--- src/iso_split_pkg.sv ---
// Shared constants, types and register map for the isochronous split sequencer
`default_nettype none
package iso_split_pkg;
  // ==========================================================================
  // Timing
  localparam int CLK_HZ     = 25_000_000;
  localparam int UFRAME_NS  = 125_000;
  localparam int UF_CYCLES  = UFRAME_NS / 1000 * (CLK_HZ / 1_000_000);
  localparam int UF_PER_FRM = 8;
  // ==========================================================================
  // Register offsets
  localparam logic [11:0] OFS_CMD  = 12'h000;
  localparam logic [11:0] OFS_STS  = 12'h004;
  localparam logic [11:0] OFS_IEN  = 12'h008;
  localparam logic [11:0] OFS_CFG  = 12'h00c;
  localparam logic [11:0] OFS_PSC  = 12'h010;
  localparam logic [11:0] OFS_DESC = 12'h040;
  // ==========================================================================
  // Field positions
  localparam int CMD_RUN     = 0;
  localparam int CMD_RESET   = 1;
  localparam int CMD_PER_EN  = 4;
  localparam int CMD_ASY_EN  = 5;
  localparam int CMD_THR_LSB = 16;
  localparam int STS_INT     = 0;
  localparam int STS_ERR     = 1;
  localparam int STS_HALT    = 12;
  localparam int PSC_EN      = 2;
  localparam int PSC_SUSP    = 7;
  localparam int PSC_TST_LSB = 16;
  // ==========================================================================
  // Reset values
  localparam logic [31:0] CMD_RST = 32'h0008_0000;
  localparam logic [31:0] IEN_RST = 32'h0000_0000;
  localparam logic [31:0] PSC_RST = 32'h0000_0000;
  // ==========================================================================
  // Descriptor store
  localparam int NDESC = 8;
  localparam int IDX_W = 3;
  typedef enum logic [2:0] {
    TEST_OFF = 3'h0, TEST_J = 3'h1, TEST_K = 3'h2, TEST_SE0 = 3'h3,
    TEST_PKT = 3'h4, TEST_FORCE = 3'h5
  } test_mode_e;
  typedef enum logic [2:0] {
    RSP_ACK = 3'h0, RSP_NYET = 3'h1, RSP_MDATA = 3'h2, RSP_DATA = 3'h3, RSP_ERR = 3'h4
  } tt_resp_e;
  typedef enum logic [4:0] {
    ST_IDLE  = 5'b00001,
    ST_VISIT = 5'b00010,
    ST_BACK  = 5'b00100,
    ST_WAIT  = 5'b01000,
    ST_RET   = 5'b10000
  } seq_state_e;
  typedef struct packed {
    logic [7:0]       xfer;
    logic [7:0]       cmask;
    logic [7:0]       smask;
    logic             retired;
    logic             ioc;
    logic [IDX_W-1:0] back_idx;
    logic             back_t;
    logic             cs;
    logic             active;
  } split_iso_descriptor_s;
  typedef struct packed {
    logic             start;
    logic [IDX_W-1:0] idx;
    logic [7:0]       xfer;
  } tt_cmd_s;
endpackage
`default_nettype wire

--- src/uframe_timer.sv ---
// Micro-frame tick divider and micro-frame index
`default_nettype none
module uframe_timer (
  input  wire logic       pclk,
  input  wire logic       presetn,
  input  wire logic       run,
  output logic            uf_tick,
  output logic [2:0]      uf_idx
);
  logic [11:0] cnt_r;
  logic [2:0]  uf_r;
  wire         wrap = (cnt_r == 12'(iso_split_pkg::UF_CYCLES - 1));

  assign uf_tick = run & wrap;
  assign uf_idx  = uf_r;

  // ==========================================================================
  // Divider runs only while the controller runs
  always_ff @(posedge pclk or negedge presetn) begin
    if (!presetn) begin
      cnt_r <= 12'h000;
      uf_r  <= 3'h0;
    end else if (!run) begin
      cnt_r <= 12'h000;
    end else begin
      cnt_r <= wrap ? 12'h000 : cnt_r + 12'h001;
      if (wrap) begin
        uf_r <= uf_r + 3'h1;
      end
    end
  end
endmodule
`default_nettype wire

--- src/irq_threshold.sv ---
// Defers completion and error events to the end of the threshold interval
`default_nettype none
module irq_threshold (
  input  wire logic       pclk,
  input  wire logic       presetn,
  input  wire logic       clr,
  input  wire logic       uf_tick,
  input  wire logic [7:0] thresh,
  input  wire logic [1:0] ev,
  output logic [1:0]      fire
);
  logic [7:0] cnt_r;
  logic [1:0] pend_r;
  wire        expire = uf_tick & (cnt_r + 8'h01 >= thresh);

  assign fire = expire ? pend_r : 2'b00;

  always_ff @(posedge pclk or negedge presetn) begin
    if (!presetn) begin
      cnt_r  <= 8'h00;
      pend_r <= 2'b00;
    end else if (clr) begin
      cnt_r  <= 8'h00;
      pend_r <= 2'b00;
    end else begin
      if (uf_tick) begin
        cnt_r <= expire ? 8'h00 : cnt_r + 8'h01;
      end
      pend_r <= ev | (pend_r & {2{~expire}});
    end
  end
endmodule
`default_nettype wire

--- src/iso_split_txn_sequencer.sv ---
// Isochronous split transaction sequencer with APB registers and port test control
//
// Contract
// - Every active descriptor is visited once per micro-frame, eight per frame.
// - In start-split state the complete-split mask is ignored.
// - Start mask bit set: issue start-split, move descriptor to complete-split state.
// - In complete-split state issue a complete-split where the complete mask bit is set.
// - Micro-frame 0, back link valid: save current, fetch previous, complete its split.
// - Previous split finished: clear active, write back, current to start; only DATA marks retired.
// - Early completion returns to start-split state, skipping remaining complete-splits.
// - Back-linked MDATA before the last complete-split advances previous, keeps active, current left untouched.
// - Micro-frame 1 with start mask bit 0 clear also completes via previous.
// - DATA0 ending previous split updates it, clears active, current to start.
// - Port offers J, K, test packet, forced enable and SE0 NAK test modes.
// - Port testing is supported while halted; not while running; only mode writes are blocked while running, a set mode stays active.
// - Transaction interrupts are maskable; descriptors may request completion interrupts.
// - Completion interrupts wait for the threshold interval, default eight micro-frames.
// - Only one back link is followed, never a chain.
// - Interrupt and error status bits clear by writing ones; the halted bit does not.
`default_nettype none
module iso_split_txn_sequencer (
  input  wire logic                   pclk,
  input  wire logic                   presetn,
  input  wire logic                   psel,
  input  wire logic                   penable,
  input  wire logic                   pwrite,
  input  wire logic [11:0]            paddr,
  input  wire logic [31:0]            pwdata,
  output logic      [31:0]            prdata,
  output logic                        pready,
  output logic                        pslverr,
  output logic                        tt_cmd_valid,
  output iso_split_pkg::tt_cmd_s      tt_cmd,
  input  wire logic                   tt_resp_valid,
  input  wire iso_split_pkg::tt_resp_e tt_resp,
  output logic                        irq,
  output logic [2:0]                  port_test_mode,
  output logic                        port_suspended,
  output logic                        port_enabled
);
  // ==========================================================================
  // Declarations
  iso_split_pkg::split_iso_descriptor_s mem [iso_split_pkg::NDESC];
  iso_split_pkg::split_iso_descriptor_s sav_r, sav_nxt, cur, prv, tgt, wd;
  iso_split_pkg::seq_state_e st_r, st_nxt;
  iso_split_pkg::tt_cmd_s    cmd_nxt, tt_cmd_r;
  logic [31:0] cmd_r, ien_r, psc_r, prdata_r, rdata;
  logic        sts_int_r, sts_err_r, halted_r, cfg_r, sw_rst_r, idle_q_r;
  logic [2:0]  idx_r, idx_nxt, prv_r, prv_nxt, uf;
  logic        back_r, back_nxt, ret_ss_r, ret_ss_nxt, cmd_v_nxt, tt_cmd_v_r;
  logic        fsm_we;
  logic [2:0]  fsm_wa;
  logic [1:0]  ev, fire;
  logic        uf_tick;

  function automatic logic mask_bit(input logic [7:0] m, input logic [2:0] i);
    mask_bit = m[i];
  endfunction

  function automatic logic last_cs(input logic [7:0] m, input logic [2:0] i);
    last_cs = ((m >> i) >> 1) == 8'h00;
  endfunction

  // ==========================================================================
  // Micro-frame timing and interrupt deferral
  uframe_timer u_timer (
    .pclk    (pclk),
    .presetn (presetn),
    .run     (cmd_r[iso_split_pkg::CMD_RUN]),
    .uf_tick (uf_tick),
    .uf_idx  (uf)
  );

  irq_threshold u_thr (
    .pclk    (pclk),
    .presetn (presetn),
    .clr     (sw_rst_r),
    .uf_tick (uf_tick),
    .thresh  (cmd_r[iso_split_pkg::CMD_THR_LSB +: 8]),
    .ev      (ev),
    .fire    (fire)
  );

  // ==========================================================================
  // APB decode
  wire acc      = psel & penable;
  wire hit_cmd  = paddr == iso_split_pkg::OFS_CMD;
  wire hit_sts  = paddr == iso_split_pkg::OFS_STS;
  wire hit_ien  = paddr == iso_split_pkg::OFS_IEN;
  wire hit_cfg  = paddr == iso_split_pkg::OFS_CFG;
  wire hit_psc  = paddr == iso_split_pkg::OFS_PSC;
  wire hit_desc = paddr[11:5] == iso_split_pkg::OFS_DESC[11:5] && paddr[1:0] == 2'b00;
  wire [2:0] d_idx = paddr[4:2];
  wire hit_any  = hit_cmd | hit_sts | hit_ien | hit_cfg | hit_psc | hit_desc;
  wire desc_ok  = (st_r == iso_split_pkg::ST_IDLE) & idle_q_r;
  wire wr       = acc & pwrite & pready;
  wire test_new = wr & hit_psc & halted_r;
  wire apb_we   = wr & hit_desc;

  assign pready  = ~hit_desc | desc_ok;
  assign pslverr = acc & ~hit_any;
  assign prdata  = prdata_r;
  assign rdata   = hit_cmd  ? cmd_r :
                   hit_sts  ? {19'h0, halted_r, 10'h0, sts_err_r, sts_int_r} :
                   hit_ien  ? ien_r :
                   hit_cfg  ? {31'h0, cfg_r} :
                   hit_psc  ? psc_r :
                   hit_desc ? mem[d_idx] : 32'h0000_0000;

  // ==========================================================================
  // Outputs
  assign irq            = |({sts_err_r, sts_int_r} & ien_r[1:0]);
  assign port_test_mode = psc_r[iso_split_pkg::PSC_TST_LSB +: 3];
  assign port_suspended = psc_r[iso_split_pkg::PSC_SUSP];
  assign port_enabled   = psc_r[iso_split_pkg::PSC_EN] |
                          (port_test_mode == iso_split_pkg::TEST_FORCE);
  assign tt_cmd_valid   = tt_cmd_v_r;
  assign tt_cmd         = tt_cmd_r;

  // ==========================================================================
  // Registers
  always_ff @(posedge pclk or negedge presetn) begin
    if (!presetn) begin
      cmd_r     <= iso_split_pkg::CMD_RST;
      ien_r     <= iso_split_pkg::IEN_RST;
      psc_r     <= iso_split_pkg::PSC_RST;
      sts_int_r <= 1'b0;
      sts_err_r <= 1'b0;
      halted_r  <= 1'b1;
      cfg_r     <= 1'b0;
      sw_rst_r  <= 1'b0;
      prdata_r  <= 32'h0000_0000;
    end else if (sw_rst_r) begin
      cmd_r     <= iso_split_pkg::CMD_RST;
      ien_r     <= iso_split_pkg::IEN_RST;
      psc_r     <= iso_split_pkg::PSC_RST;
      sts_int_r <= 1'b0;
      sts_err_r <= 1'b0;
      halted_r  <= 1'b1;
      cfg_r     <= 1'b0;
      sw_rst_r  <= 1'b0;
    end else begin
      if (psel & ~(penable & pready)) begin
        prdata_r <= rdata;
      end
      if (wr & hit_cmd) begin
        cmd_r    <= pwdata & ~(32'h1 << iso_split_pkg::CMD_RESET);
        sw_rst_r <= pwdata[iso_split_pkg::CMD_RESET];
      end
      if (wr & hit_ien) begin
        ien_r <= pwdata;
      end
      if (wr & hit_cfg) begin
        cfg_r <= pwdata[0];
      end
      if (wr & hit_psc) begin
        psc_r[iso_split_pkg::PSC_EN]   <= pwdata[iso_split_pkg::PSC_EN];
        psc_r[iso_split_pkg::PSC_SUSP] <= pwdata[iso_split_pkg::PSC_SUSP];
      end
      if (test_new) begin
        psc_r[iso_split_pkg::PSC_TST_LSB +: 3] <= pwdata[iso_split_pkg::PSC_TST_LSB +: 3];
      end
      sts_int_r <= fire[0] | (sts_int_r & ~(wr & hit_sts & pwdata[iso_split_pkg::STS_INT]));
      sts_err_r <= fire[1] | (sts_err_r & ~(wr & hit_sts & pwdata[iso_split_pkg::STS_ERR]));
      halted_r  <= ~cmd_r[iso_split_pkg::CMD_RUN] & (st_r == iso_split_pkg::ST_IDLE);
    end
  end

  // ==========================================================================
  // Sequencer decisions
  assign cur = mem[idx_r];
  assign prv = mem[prv_r];
  assign tgt = back_r ? prv : cur;
  wire sched_on  = cmd_r[iso_split_pkg::CMD_RUN] & cmd_r[iso_split_pkg::CMD_PER_EN];
  wire back_cond = cur.active & cur.cs &
                   ((uf == 3'h0 & ~cur.back_t) | (uf == 3'h1 & ~cur.smask[0]));
  wire ss_go     = cur.active & ~cur.cs & mask_bit(cur.smask, uf);
  wire cs_go     = cur.active & cur.cs & ~back_cond & mask_bit(cur.cmask, uf);
  wire last_idx  = idx_r == 3'(iso_split_pkg::NDESC - 1);
  wire is_last   = last_cs(tgt.cmask, uf);

  always_comb begin
    st_nxt     = st_r;
    idx_nxt    = idx_r;
    prv_nxt    = prv_r;
    sav_nxt    = sav_r;
    back_nxt   = back_r;
    ret_ss_nxt = ret_ss_r;
    cmd_v_nxt  = 1'b0;
    cmd_nxt    = tt_cmd_r;
    fsm_we     = 1'b0;
    fsm_wa     = idx_r;
    wd         = cur;
    ev         = 2'b00;
    case (st_r)
      iso_split_pkg::ST_IDLE: begin
        if (uf_tick & sched_on) begin
          st_nxt  = iso_split_pkg::ST_VISIT;
          idx_nxt = 3'h0;
        end
      end
      iso_split_pkg::ST_VISIT: begin
        if (back_cond) begin
          sav_nxt = cur;
          prv_nxt = cur.back_idx;
          st_nxt  = iso_split_pkg::ST_BACK;
        end else if (ss_go) begin
          fsm_we    = 1'b1;
          wd.cs     = 1'b1;
          cmd_v_nxt = 1'b1;
          cmd_nxt   = '{start: 1'b1, idx: idx_r, xfer: cur.xfer};
          back_nxt  = 1'b0;
          st_nxt    = iso_split_pkg::ST_WAIT;
        end else if (cs_go) begin
          cmd_v_nxt = 1'b1;
          cmd_nxt   = '{start: 1'b0, idx: idx_r, xfer: cur.xfer};
          back_nxt  = 1'b0;
          st_nxt    = iso_split_pkg::ST_WAIT;
        end else begin
          st_nxt  = last_idx ? iso_split_pkg::ST_IDLE : iso_split_pkg::ST_VISIT;
          idx_nxt = idx_r + 3'h1;
        end
      end
      iso_split_pkg::ST_BACK: begin
        fsm_wa     = prv_r;
        wd         = prv;
        ret_ss_nxt = 1'b1;
        st_nxt     = iso_split_pkg::ST_RET;
        if (prv.active & prv.cs & mask_bit(prv.cmask, uf)) begin
          cmd_v_nxt = 1'b1;
          cmd_nxt   = '{start: 1'b0, idx: prv_r, xfer: prv.xfer};
          back_nxt  = 1'b1;
          st_nxt    = iso_split_pkg::ST_WAIT;
        end else if (prv.active & ~prv.cs) begin
          fsm_we    = 1'b1;
          wd.active = 1'b0;
          ev        = 2'b10;
        end else if (prv.active) begin
          ret_ss_nxt = 1'b0;
        end
      end
      iso_split_pkg::ST_WAIT: begin
        if (tt_resp_valid) begin
          fsm_wa = back_r ? prv_r : idx_r;
          wd     = tgt;
          fsm_we = ~tt_cmd_r.start;
          case (tt_resp)
            iso_split_pkg::RSP_DATA: begin
              wd.xfer    = tgt.xfer + 8'h01;
              wd.active  = 1'b0;
              wd.retired = 1'b1;
              ev[0]      = tgt.ioc & ~tt_cmd_r.start;
            end
            iso_split_pkg::RSP_MDATA: begin
              wd.xfer   = tgt.xfer + 8'h01;
              wd.active = ~is_last;
              ev[1]     = is_last & ~tt_cmd_r.start;
            end
            iso_split_pkg::RSP_NYET: begin
              wd.active = ~is_last;
            end
            iso_split_pkg::RSP_ERR: begin
              wd.active = 1'b0;
              ev[1]     = ~tt_cmd_r.start;
            end
            default: begin
              fsm_we = 1'b0;
            end
          endcase
          if (~wd.active) begin
            wd.cs = 1'b0;
          end
          if (back_r) begin
            ret_ss_nxt = fsm_we & ~wd.active;
            st_nxt     = iso_split_pkg::ST_RET;
          end else begin
            st_nxt  = last_idx ? iso_split_pkg::ST_IDLE : iso_split_pkg::ST_VISIT;
            idx_nxt = idx_r + 3'h1;
          end
        end
      end
      iso_split_pkg::ST_RET: begin
        fsm_we  = ret_ss_r;
        wd      = sav_r;
        wd.cs   = 1'b0;
        st_nxt  = last_idx ? iso_split_pkg::ST_IDLE : iso_split_pkg::ST_VISIT;
        idx_nxt = idx_r + 3'h1;
      end
      default: begin
        st_nxt = iso_split_pkg::ST_IDLE;
      end
    endcase
  end

  // ==========================================================================
  // Sequencer state and descriptor store
  always_ff @(posedge pclk or negedge presetn) begin
    if (!presetn) begin
      st_r       <= iso_split_pkg::ST_IDLE;
      idx_r      <= 3'h0;
      prv_r      <= 3'h0;
      sav_r      <= '0;
      back_r     <= 1'b0;
      ret_ss_r   <= 1'b0;
      tt_cmd_v_r <= 1'b0;
      tt_cmd_r   <= '0;
      idle_q_r   <= 1'b1;
    end else begin
      st_r       <= sw_rst_r ? iso_split_pkg::ST_IDLE : st_nxt;
      idx_r      <= idx_nxt;
      prv_r      <= prv_nxt;
      sav_r      <= sav_nxt;
      back_r     <= back_nxt;
      ret_ss_r   <= ret_ss_nxt;
      tt_cmd_v_r <= cmd_v_nxt & ~sw_rst_r;
      tt_cmd_r   <= cmd_nxt;
      idle_q_r   <= st_r == iso_split_pkg::ST_IDLE;
    end
  end

  // Software owns the store only while the walker is idle
  always_ff @(posedge pclk) begin
    if (fsm_we & (st_r != iso_split_pkg::ST_IDLE)) begin
      mem[fsm_wa] <= wd;
    end else if (apb_we) begin
      mem[d_idx] <= pwdata;
    end
  end
endmodule
`default_nettype wire

--- config.mk ---
export PLATFORM = sky130hd
export DESIGN_NAME = iso_split_txn_sequencer
export DESIGN_NICKNAME = d
export VERILOG_FILES = /design/src/iso_split_pkg.sv /design/src/uframe_timer.sv /design/src/irq_threshold.sv /design/src/iso_split_txn_sequencer.sv
export SDC_FILE = /design/constraint.sdc
export NUM_CORES = 1
export LEC_CHECK = 0
export BUFFER_PORTS_ARGS = -buffer_cell sky130_fd_sc_hd__buf_2
export CORE_AREA = 2 2 198 200
export CTS_CLUSTER_DIAMETER = 60
export CTS_CLUSTER_SIZE = 8
export DETAILED_ROUTE_END_ITERATION = 16
export DIE_AREA = 0 0 200 202
export PLACE_DENSITY = 0.79
export SETUP_SLACK_MARGIN = 0.4
export SLEW_MARGIN = 10
export SYNTH_ARGS = -nofsm -noshare
export SYNTH_HDL_FRONTEND = slang
export SYNTH_SLANG_ARGS = --single-unit
--- constraint.sdc ---
create_clock -name pclk -period 5.6 [get_ports pclk]
set_input_delay 0.84 -clock pclk [delete_from_list [all_inputs] [get_ports pclk]]
set_output_delay 0.84 -clock pclk [all_outputs]
set_load 0.01 [all_outputs]
==> flow_summary.yaml, run 1 <==
outcome:
  status: "completed"
synthesis:
  mappedNetlistNets: 1877
  ys_types: 69
  synth.largest_area_cell: "edfxtp_1"
  yosysSeqAreaShare_pct: 52.6
  async_flop_share_pct: 42.0
  netlist_area_mm2: 0.0234
  synth.area.top_cells: "edfxtp_1 33%, dfrtp_1 19%, mux4_2 19%"
  synth_top_cell_area_share_pct: 32.8
  synth_cells: 1807
  synth_top_flop_cell: "edfxtp_1"
  syn_area_per_cell_um2: 13.0
  ys_seq_elements: 441
  synth_edf_count: 256
  yosysWarningCount: 0
cts:
  ctsResizeCount: 0
  cts_hold_buffers: 0
  cts_tree: "built"
  root_buffer: "clkbuf_16"
  cts_setup_buffers: 0
  clock_path_buffers: 3
  insertion_delay_ps: 620
  h-tree-depth: 2
  clk_pin_slew_ps: 50
  clock_sinks: 441
  cts-buffers-inserted: 61
worst_setup_path:
  r2r_slack_ps: 820
  r2r_end: "mem[5][0]"
  worstPathRequired_ps: 5960
  reg2regPathDepth: 8
  startpoint: "idx_r[0]"
  cp.arrival_ps: 5140
  worst_setup_path_start_kind: "flop"
  r2r-start: "idx_r[0]"
  critPathMaxFanout: 46
  critPathCapture: "mem[5][0]"
  crit_type: "reg2reg"
  end_kind: "flop"
floorplan:
  ios: 106
  fp-row-count: 72
  die_x_um: 200
  initial_core_util_pct: 61.2
  dieArea_mm2: 0.0404
  core_area_mm2: 0.0383
  die_height_um: 202
timing:
  finalCritPeriodShare_pct: 85.4
  skew_ps: 20.3
  fmax_mhz: 209
  finalHoldViolCount: 0
  grt_setup_unrepaired: "no"
  relSlewSlack_pct: 22.2
  drv_slew: 0
  finalSetupViolations: 0
  finalCriticalPeriod_ps: 4780
  worst_pin_slew_ps: 1160
  totalNegativeSetupSlack_ps: 0
  final.setup.worst_slack_ps: 819
grt:
  overflow: 0
  grt_pass1_wl_mm: 102
  track_usage_pct: 34.0
  grt_max_degree: 93
  grt_antenna_before_repair: 4
  first_global_vias: 17000
power:
  cellPowerDensity_mw_per_mm2: 335
  peakVddDrop_mv: 0.227
  power_leakage_uw: 0.00972
route:
  via_per_inst: 6.94
  routed_wl_mm: 66.9
  antenna_left: 0
  drc: 0
  wire_per_inst_um: 27.2
  first_pass_iters: 6
  drt_iter0_drc: 2078
  vias: 17100
layout:
  n_fill_cell: 2584
  area_delta_synth_final_pct: 12.3
  nets: 1961
  stdcell_count: 2460
  layout_common_cells: "262 x nand2_1, 256 x edfxtp_1, 199 x mux4_2"
  drive_gt1_share_pct: 24.4
  layout_commonest_cell: "nand2_1"
  fin_util_pct: 68.8
hold_path:
  hp-class: "in2async"
placed_design:
  dpl.hpwl_mm: 43.8
  dp_cells: 2346
  pre_cts_slack_ps: 891
  port_buffers: 105
  gp_routability_congestion: 0.889
job:
  drv_cap: 0
## stage by stage
| step | hold slack [ps] | cell area (um2) | total power, uW |
|---|---|---|---|
| 6_report | 315 | 26300 | 8820 |
| 2_1_floorplan | 435 | 23400 | 4950 |
| 3_3_place_gp | 457 | 24500 | 5350 |
| 4_1_cts | 333 | 26300 | 8810 |
| 5_1_grt | 381 | 26300 | 9090 |
| 3_5_place_dp | 465 | 24500 | 5390 |
## routing by layer
metal / vias to the layer above / GRT usage (%) / share of wire [%]
met5: - / 0 / 0.067
met4: 6 / 13.4 / 3.7
li1: 7151 / - / -
met3: 195 / 8.96 / 14
met2: 1215 / 52.1 / 47
met1: 8496 / 47.1 / 36
## synthesized netlist by cell type, drive strengths merged, types with 8 or more instances
library cell / count
nor2: 133
o221a: 9
a31oi: 9
mux4: 199
nand3: 24
xor2: 12
nand2b: 11
clkbuf: 83
xnor2: 13
a21oi: 132
dfrtp: 181
nor3: 16
nand4: 10
edfxtp: 256
inv: 24
mux2i: 99
nand2: 262
buf: 52
mux2: 21
o22ai: 15
o211ai: 8
a221oi: 32
ha: 17
o21ai: 90
## worst min path at each step
stage / startpoint / end / slack, ps
after floorplan: sav_r[0] / sav_r[0] / 430
after detailed placement: prdata[29] / prdata[29] / 460
after global placement: prdata[12] / prdata[12] / 460
final: presetn / ien_r[14] / 310
after global routing: presetn / prdata[13] / 380
after CTS: presetn / cmd_r[14] / 330
## power by group
group | switching [uW] | internal (uW) | total (uW)
Sequential | 225 | 3670 | 3890
Combinational | 782 | 698 | 1480
Clock | 1360 | 2090 | 3450
Total | 2370 | 6450 | 8820
## final cells by class
type,instances,area [um2],share of cell area (%)
sequential,441,12300,46.9
multi-input combinational,1207,10500,39.9
clock buffer,110,1760,6.70
timing repair buffer,156,957,3.64
tap,518,648,2.46
inverter,24,90.1,0.342
clock inverter,2,15.0,0.0570
antenna,2,5.00,0.0190
## flip-flops by register name, summed over array words and instances, names as in the netlist, 2 cells and up
| register | cells |
|---|---|
| prv_r | 3 |
| idx_r | 3 |
| u_timer.cnt_r | 12 |
| st_r | 5 |
| u_thr.cnt_r | 8 |
| mem | 256 |
| cmd_r | 31 |
| tt_cmd | 12 |
| u_thr.pend_r | 2 |
| psc_r | 5 |
| prdata | 32 |
| u_timer.uf_idx | 3 |
| sav_r | 28 |
| ien_r | 32 |
## cells by family (layout without fill, tap and decap cells)
kind of cell             after synthesis  in the layout  share of synthesized area (%)
flip-flops                           441            441                           52.6
AO/OA/AOI/OAI                        345            345                           9.12
other                                  0              2                              0
AND/OR/NAND/NOR                      501            501                           9.16
multiplexers                         319            319                           24.4
XOR/XNOR                              25             25                          0.934
adder cells (fa/ha/maj)               17             17                          0.907
buffers and inverters                159            292                           2.96
## worst max-delay path, cell delays in order (launching register included)
cell and delay, ps:
dfrtp_4 1060, mux4_2 650, mux4_2 510, mux2i_1 330
o22a_1 250, nor3_1 120, o21ai_0 920, nor2_4 370
buf_12 280
(Power assumes the default switching activity.)
==> inputs of run 2 (changes only) <==
--- a/config.mk
+++ b/config.mk
@@ -6,12 +6,14 @@
 export NUM_CORES = 1
 export LEC_CHECK = 0
 export BUFFER_PORTS_ARGS = -buffer_cell sky130_fd_sc_hd__buf_2
-export CORE_AREA = 2 2 198 200
+export CELL_PAD_IN_SITES_DETAIL_PLACEMENT = 0
+export CELL_PAD_IN_SITES_GLOBAL_PLACEMENT = 1
+export CORE_AREA = 2 2 216 218
 export CTS_CLUSTER_DIAMETER = 60
 export CTS_CLUSTER_SIZE = 8
 export DETAILED_ROUTE_END_ITERATION = 16
-export DIE_AREA = 0 0 200 202
-export PLACE_DENSITY = 0.79
+export DIE_AREA = 0 0 218 220
+export PLACE_DENSITY_LB_ADDON = 0.1
 export SETUP_SLACK_MARGIN = 0.4
 export SLEW_MARGIN = 10
 export SYNTH_ARGS = -nofsm -noshare
==> run 2 against run 1 <==
Net effect: clock-buffer cell count grew 2; wire length increased by 5.6%; clock skew rose by 1.4 ps; sequential power barely moved; maximum frequency grew 0.43%.
==> flow_summary.yaml, run 2 (synthesis gave the netlist of run 1 again) <==
worst_setup_path:
  worst_setup_path_start_kind: "flop"
  cp.arrival_ps: 5120
  worstPathRequired_ps: 5960
  r2r-start: "idx_r[0]"
  path_cells: "mux4_2 -> mux4_2 -> mux2i_1 -> o22a_1 -> nor3_1 -> o21ai_0 -> nor2_4 -> buf_4"
  r2r_slack_ps: 840
  slowest_stage: "o21ai_0"
  crit_buf_inv: 1
  reg2regPathDepth: 8
  r2r_end: "mem[3][19]"
  end_kind: "flop"
  critPathMaxFanout: 35
  cpMostUsedCell: "mux4_2"
  slowest_delay_ps: 960
  crit_type: "reg2reg"
  critPathTopFamily: "multiplexers"
power:
  power_leakage_uw: 0.00971
  cellPowerDensity_mw_per_mm2: 334
  peakVddDrop_mv: 0.232
cts:
  clock_sinks: 441
  cts_hold_buffers: 0
  clock_path_buffers: 3
  insertion_delay_ps: 630
  clk_pin_slew_ps: 60
  cts_setup_buffers: 0
  h-tree-depth: 2
  cts_tree: "built"
  root_buffer: "clkbuf_16"
  cts-buffers-inserted: 61
  ctsResizeCount: 0
timing:
  finalCritPeriodShare_pct: 85.0
  relSlewSlack_pct: 12.0
  worst_pin_slew_ps: 1320
  drv_slew: 0
  totalNegativeSetupSlack_ps: 0
  grt_setup_unrepaired: "no"
  finalHoldViolCount: 0
  finalCriticalPeriod_ps: 4760
  skew_ps: 21.6
  fmax_mhz: 210
  finalSetupViolations: 0
route:
  via_per_inst: 6.46
  vias: 16500
  drc: 0
  antenna_left: 0
  wire_per_inst_um: 27.7
  first_pass_iters: 7
  routed_wl_mm: 70.7
  drt_iter0_drc: 1704
layout:
  register_area_mm2: 0.0123
  multi_input_area_mm2: 0.0105
  top_register: "mem"
  largest_reg_flops: 256
  n_fill_cell: 3760
  nets: 1959
  layout_commonest_cell: "nand2_1"
  diodes: 0
  layout_common_cells: "262 x nand2_1, 256 x edfxtp_1, 199 x mux4_2"
  drive_gt1_share_pct: 24.4
  fin_util_pct: 57.7
  area_delta_synth_final_pct: 12.9
grt:
  gr-usage-met3_pct: 6.80
  first_global_vias: 16300
  grt_util_met1_pct: 44.0
  grt_antenna_before_repair: 1
  track_usage_pct: 30.1
  overflow: 0
  grt_pass1_wl_mm: 106
  grt.busiest_layer: "met2"
  grt_max_degree: 98
  grt.met2_usage_pct: 45.2
floorplan:
  ios: 106
  initial_core_util_pct: 51.1
  dieArea_mm2: 0.0480
  die_height_um: 220
  fp-row-count: 79
  die_x_um: 218
  core_area_mm2: 0.0459
placed_design:
  dpl.hpwl_mm: 46.5
  gp_routability_congestion: 0.885
  port_buffers: 105
outcome:
  status: "completed"
job:
  drv_cap: 0
hold_path:
  hp-class: "in2async"
==> run 2: metrics by stage <==
stage / power, uW / instance area, um2 / std cells / worst slack, ps / hold WS, ps
2_1_floorplan: 4950 / 23400 / 1807 / 623 / 435
3_3_place_gp: 5400 / 24700 / 2432 / 881 / 456
3_5_place_dp: 5420 / 24700 / 2432 / 848 / 465
4_1_cts: 8880 / 26400 / 2548 / 762 / 340
5_1_grt: 9180 / 26500 / 2549 / 592 / 374
6_report: 8840 / 26500 / 2549 / 839 / 287
==> run 2: worst max-delay path by stage <==
stage	startpoint	cells past startpoint	end	slack (ps)
floorplan	paddr[10]	8	mem[0][0]	620
global placement	idx_r[0]	8	mem[3][16]	880
detailed placement	idx_r[0]	8	mem[3][16]	850
CTS	idx_r[0]	8	mem[3][7]	760
global route	idx_r[0]	9	mem[3][7]	590
finish	idx_r[0]	8	mem[3][19]	840
==> run 2: metal layers <==
layer  wire (um)  share of wire [%]  vias to the layer above
li1            -                  -                     7140
met1       30000                 42                     8409
met3        7090                 10                      122
met4        1640                2.3                        2
met2       31800                 45                      787
met5          96               0.14                        -
==> run 2: cell type report <==
class,count,share of cell area [%]
Timing Repair Buffer,154,3.74
Multi-Input combinational cell,1207,39.7
Inverter,24,0.340
Clock inverter,4,0.161
Clock buffer,112,6.53
Tap cell,607,2.87
Sequential cell,441,46.6
==> run 2: power by group <==
group	switching [uW]	total (uW)	leakage [uW]	internal, uW
combinational	802	1500	0.00406	700
sequential	199	3870	0.00482	3670
clock	1410	3470	0.000841	2050
total	2420	8840	0.00971	6420
==> inputs of run 3 (changes only) <==
--- a/config.mk
+++ b/config.mk
@@ -6,13 +6,13 @@
 export NUM_CORES = 1
 export LEC_CHECK = 0
 export BUFFER_PORTS_ARGS = -buffer_cell sky130_fd_sc_hd__buf_2
-export CELL_PAD_IN_SITES_DETAIL_PLACEMENT = 0
-export CELL_PAD_IN_SITES_GLOBAL_PLACEMENT = 1
-export CORE_AREA = 2 2 216 218
+export CELL_PAD_IN_SITES_DETAIL_PLACEMENT = 2
+export CELL_PAD_IN_SITES_GLOBAL_PLACEMENT = 2
+export CORE_AREA = 2 2 234 236
 export CTS_CLUSTER_DIAMETER = 60
 export CTS_CLUSTER_SIZE = 8
 export DETAILED_ROUTE_END_ITERATION = 16
-export DIE_AREA = 0 0 218 220
+export DIE_AREA = 0 0 236 238
 export PLACE_DENSITY_LB_ADDON = 0.1
 export SETUP_SLACK_MARGIN = 0.4
 export SLEW_MARGIN = 10
==> run 3 against run 2 <==
Net effect: final cell count grew 3.6%; largest power group unchanged; combinational power is 6% higher; clock power up 9.8%; sequential power about the same; clock skew rose by 6.6 ps; flip-flop and latch count unchanged; power rose by 5.0%.
==> flow_summary.yaml, run 3 (synthesis gave the netlist of run 1 again) <==
outcome:
  status: "completed"
worst_setup_path:
  crit_buf_inv: 1
  path_cells: "buf_4 -> mux4_2 -> mux2i_1 -> mux2i_1 -> ha_1 -> mux2_2 -> a21oi_1 -> nor2_1 -> a2111oi_0 -> a21oi_1"
  worstPathRequired_ps: 5820
  crit_cells: 10
  critPathMaxFanout: 43
  slowest_stage: "dfrtp_4"
  worst_setup_path_start_kind: "flop"
  slowest_delay_ps: 970
  crit_type: "reg2reg"
  cp.arrival_ps: 4910
  reg2regPathDepth: 10
  end_kind: "flop"
  critPathTopFamily: "multiplexers"
cts:
  clock_sinks: 441
  insertion_delay_ps: 600
  cts_tree: "built"
  clock_path_buffers: 3
  cts_hold_buffers: 0
  root_buffer: "clkbuf_16"
  cts-buffers-inserted: 67
  clk_pin_slew_ps: 60
  cts_setup_buffers: 0
  ctsResizeCount: 0
  h-tree-depth: 3
timing:
  drv_slew: 0
  finalSetupViolations: 0
  totalNegativeSetupSlack_ps: 0
  finalHoldViolCount: 0
  grt_setup_unrepaired: "no"
  skew_ps: 28.2
  worst_pin_slew_ps: 1030
  relSlewSlack_pct: 30.8
  finalCritPeriodShare_pct: 83.6
  finalCriticalPeriod_ps: 4680
  fmax_mhz: 214
floorplan:
  initial_core_util_pct: 43.8
  die_x_um: 236
  ios: 106
  dieArea_mm2: 0.0562
  fp-row-count: 85
  core_area_mm2: 0.0535
  die_height_um: 238
placed_design:
  port_buffers: 105
  dpl_cell_area_mm2: 0.0248
  gp_routability_congestion: 0.838
  dpl.hpwl_mm: 57.7
route:
  drt_iter0_drc: 1570
  vias: 17100
  drc: 0
  first_pass_iters: 5
  dr_wl_met2_mm: 40.2
  met1Wirelength_mm: 35.8
  wl_met3_mm: 6.49
  top_layer: "met5"
  antenna_left: 0
  wire_per_inst_um: 32.1
  routed_wl_mm: 84.9
  via_per_inst: 6.49
power:
  swShare_pct: 28.1
  clockPowerShare_pct: 41.1
  power_frac_seq_pct: 41.8
  power_leakage_uw: 0.00986
  p_int_uw: 6670
  total_power_uw: 9280
  p_sw_uw: 2610
  combPwrFrac_pct: 17.1
  cellPowerDensity_mw_per_mm2: 346
  peakVddDrop_mv: 0.230
layout:
  nets: 1975
  n_fill_cell: 5028
  top_register: "mem"
  layout_common_cells: "262 x nand2_1, 256 x edfxtp_1, 199 x mux4_2"
  layout_commonest_cell: "nand2_1"
  area_delta_synth_final_pct: 14.4
  drive_gt1_share_pct: 25.5
  largest_reg_flops: 256
  diodes: 0
  final_cell_area_mm2: 0.0268
hold_path:
  hp-class: "in2async"
grt:
  track_usage_pct: 30.8
  grt_max_degree: 97
  overflow: 0
  grt_pass1_wl_mm: 128
  grt_antenna_before_repair: 1
  first_global_vias: 18600
job:
  drv_cap: 0
## run 3: worst paths after layout
path | start | slack, ps | to
min in group pclk | prdata[12] | 470 | prdata[12]
worst min-delay path | presetn | 300 | prdata[14]
worst min register to register | prdata[12] | 470 | prdata[12]
worst max-delay path | idx_r[0] | 920 | mem[4][25]
max in group asynchronous | presetn | 4150 | prv_r[0]
worst max register to register | idx_r[0] | 920 | mem[4][25]
## run 3: power by group through the flow
stage,clock network [uW],logic (uW),registers (uW)
4_1_cts,3870,1590,3880
6_report,3810,1590,3880
2_1_floorplan,0,1160,3790
3_5_place_dp,0,1580,3940
5_1_grt,4010,1710,3900
3_3_place_gp,0,1520,3930
## run 3: layout make-up
type | instances | area, um2 | share of cell area (%)
flip-flops and latches | 441 | 12300 | 46.0
well taps | 696 | 871 | 3.25
inverters | 24 | 90.1 | 0.336
clock buffers | 102 | 1870 | 6.98
multi-input cells | 1207 | 10500 | 39.2
repair buffers | 164 | 1050 | 3.91
clock inverters | 8 | 78.8 | 0.294
## run 3: through the flow
step	util [%]	hold WS, ps	std cells	worst slack [ps]
floorplan	-	435	1807	623
global placement	46.4	456	2530	1190
detailed placement	46.4	472	2530	927
CTS	50.0	352	2640	896
global route	50.1	357	2642	564
finish	50.1	298	2642	917
## run 3: per-layer routing
| metal | global-route usage, % | vias to the layer above |
|---|---|---|
| li1 | - | 7160 |
| met1 | 42.1 | 9107 |
| met2 | 49.5 | 718 |
| met3 | 6.49 | 154 |
| met4 | 10.3 | 2 |
| met5 | 0 | - |
## run 3: worst register-to-register path: stages, from the launching register on
cell       delay [ps]
dfrtp_4           970
buf_4             530
mux4_2            570
mux2i_1           370
mux2i_1           260
ha_1              350
mux2_2            270
a21oi_1           170
nor2_1             60
a2111oi_0         450
a21oi_1           310
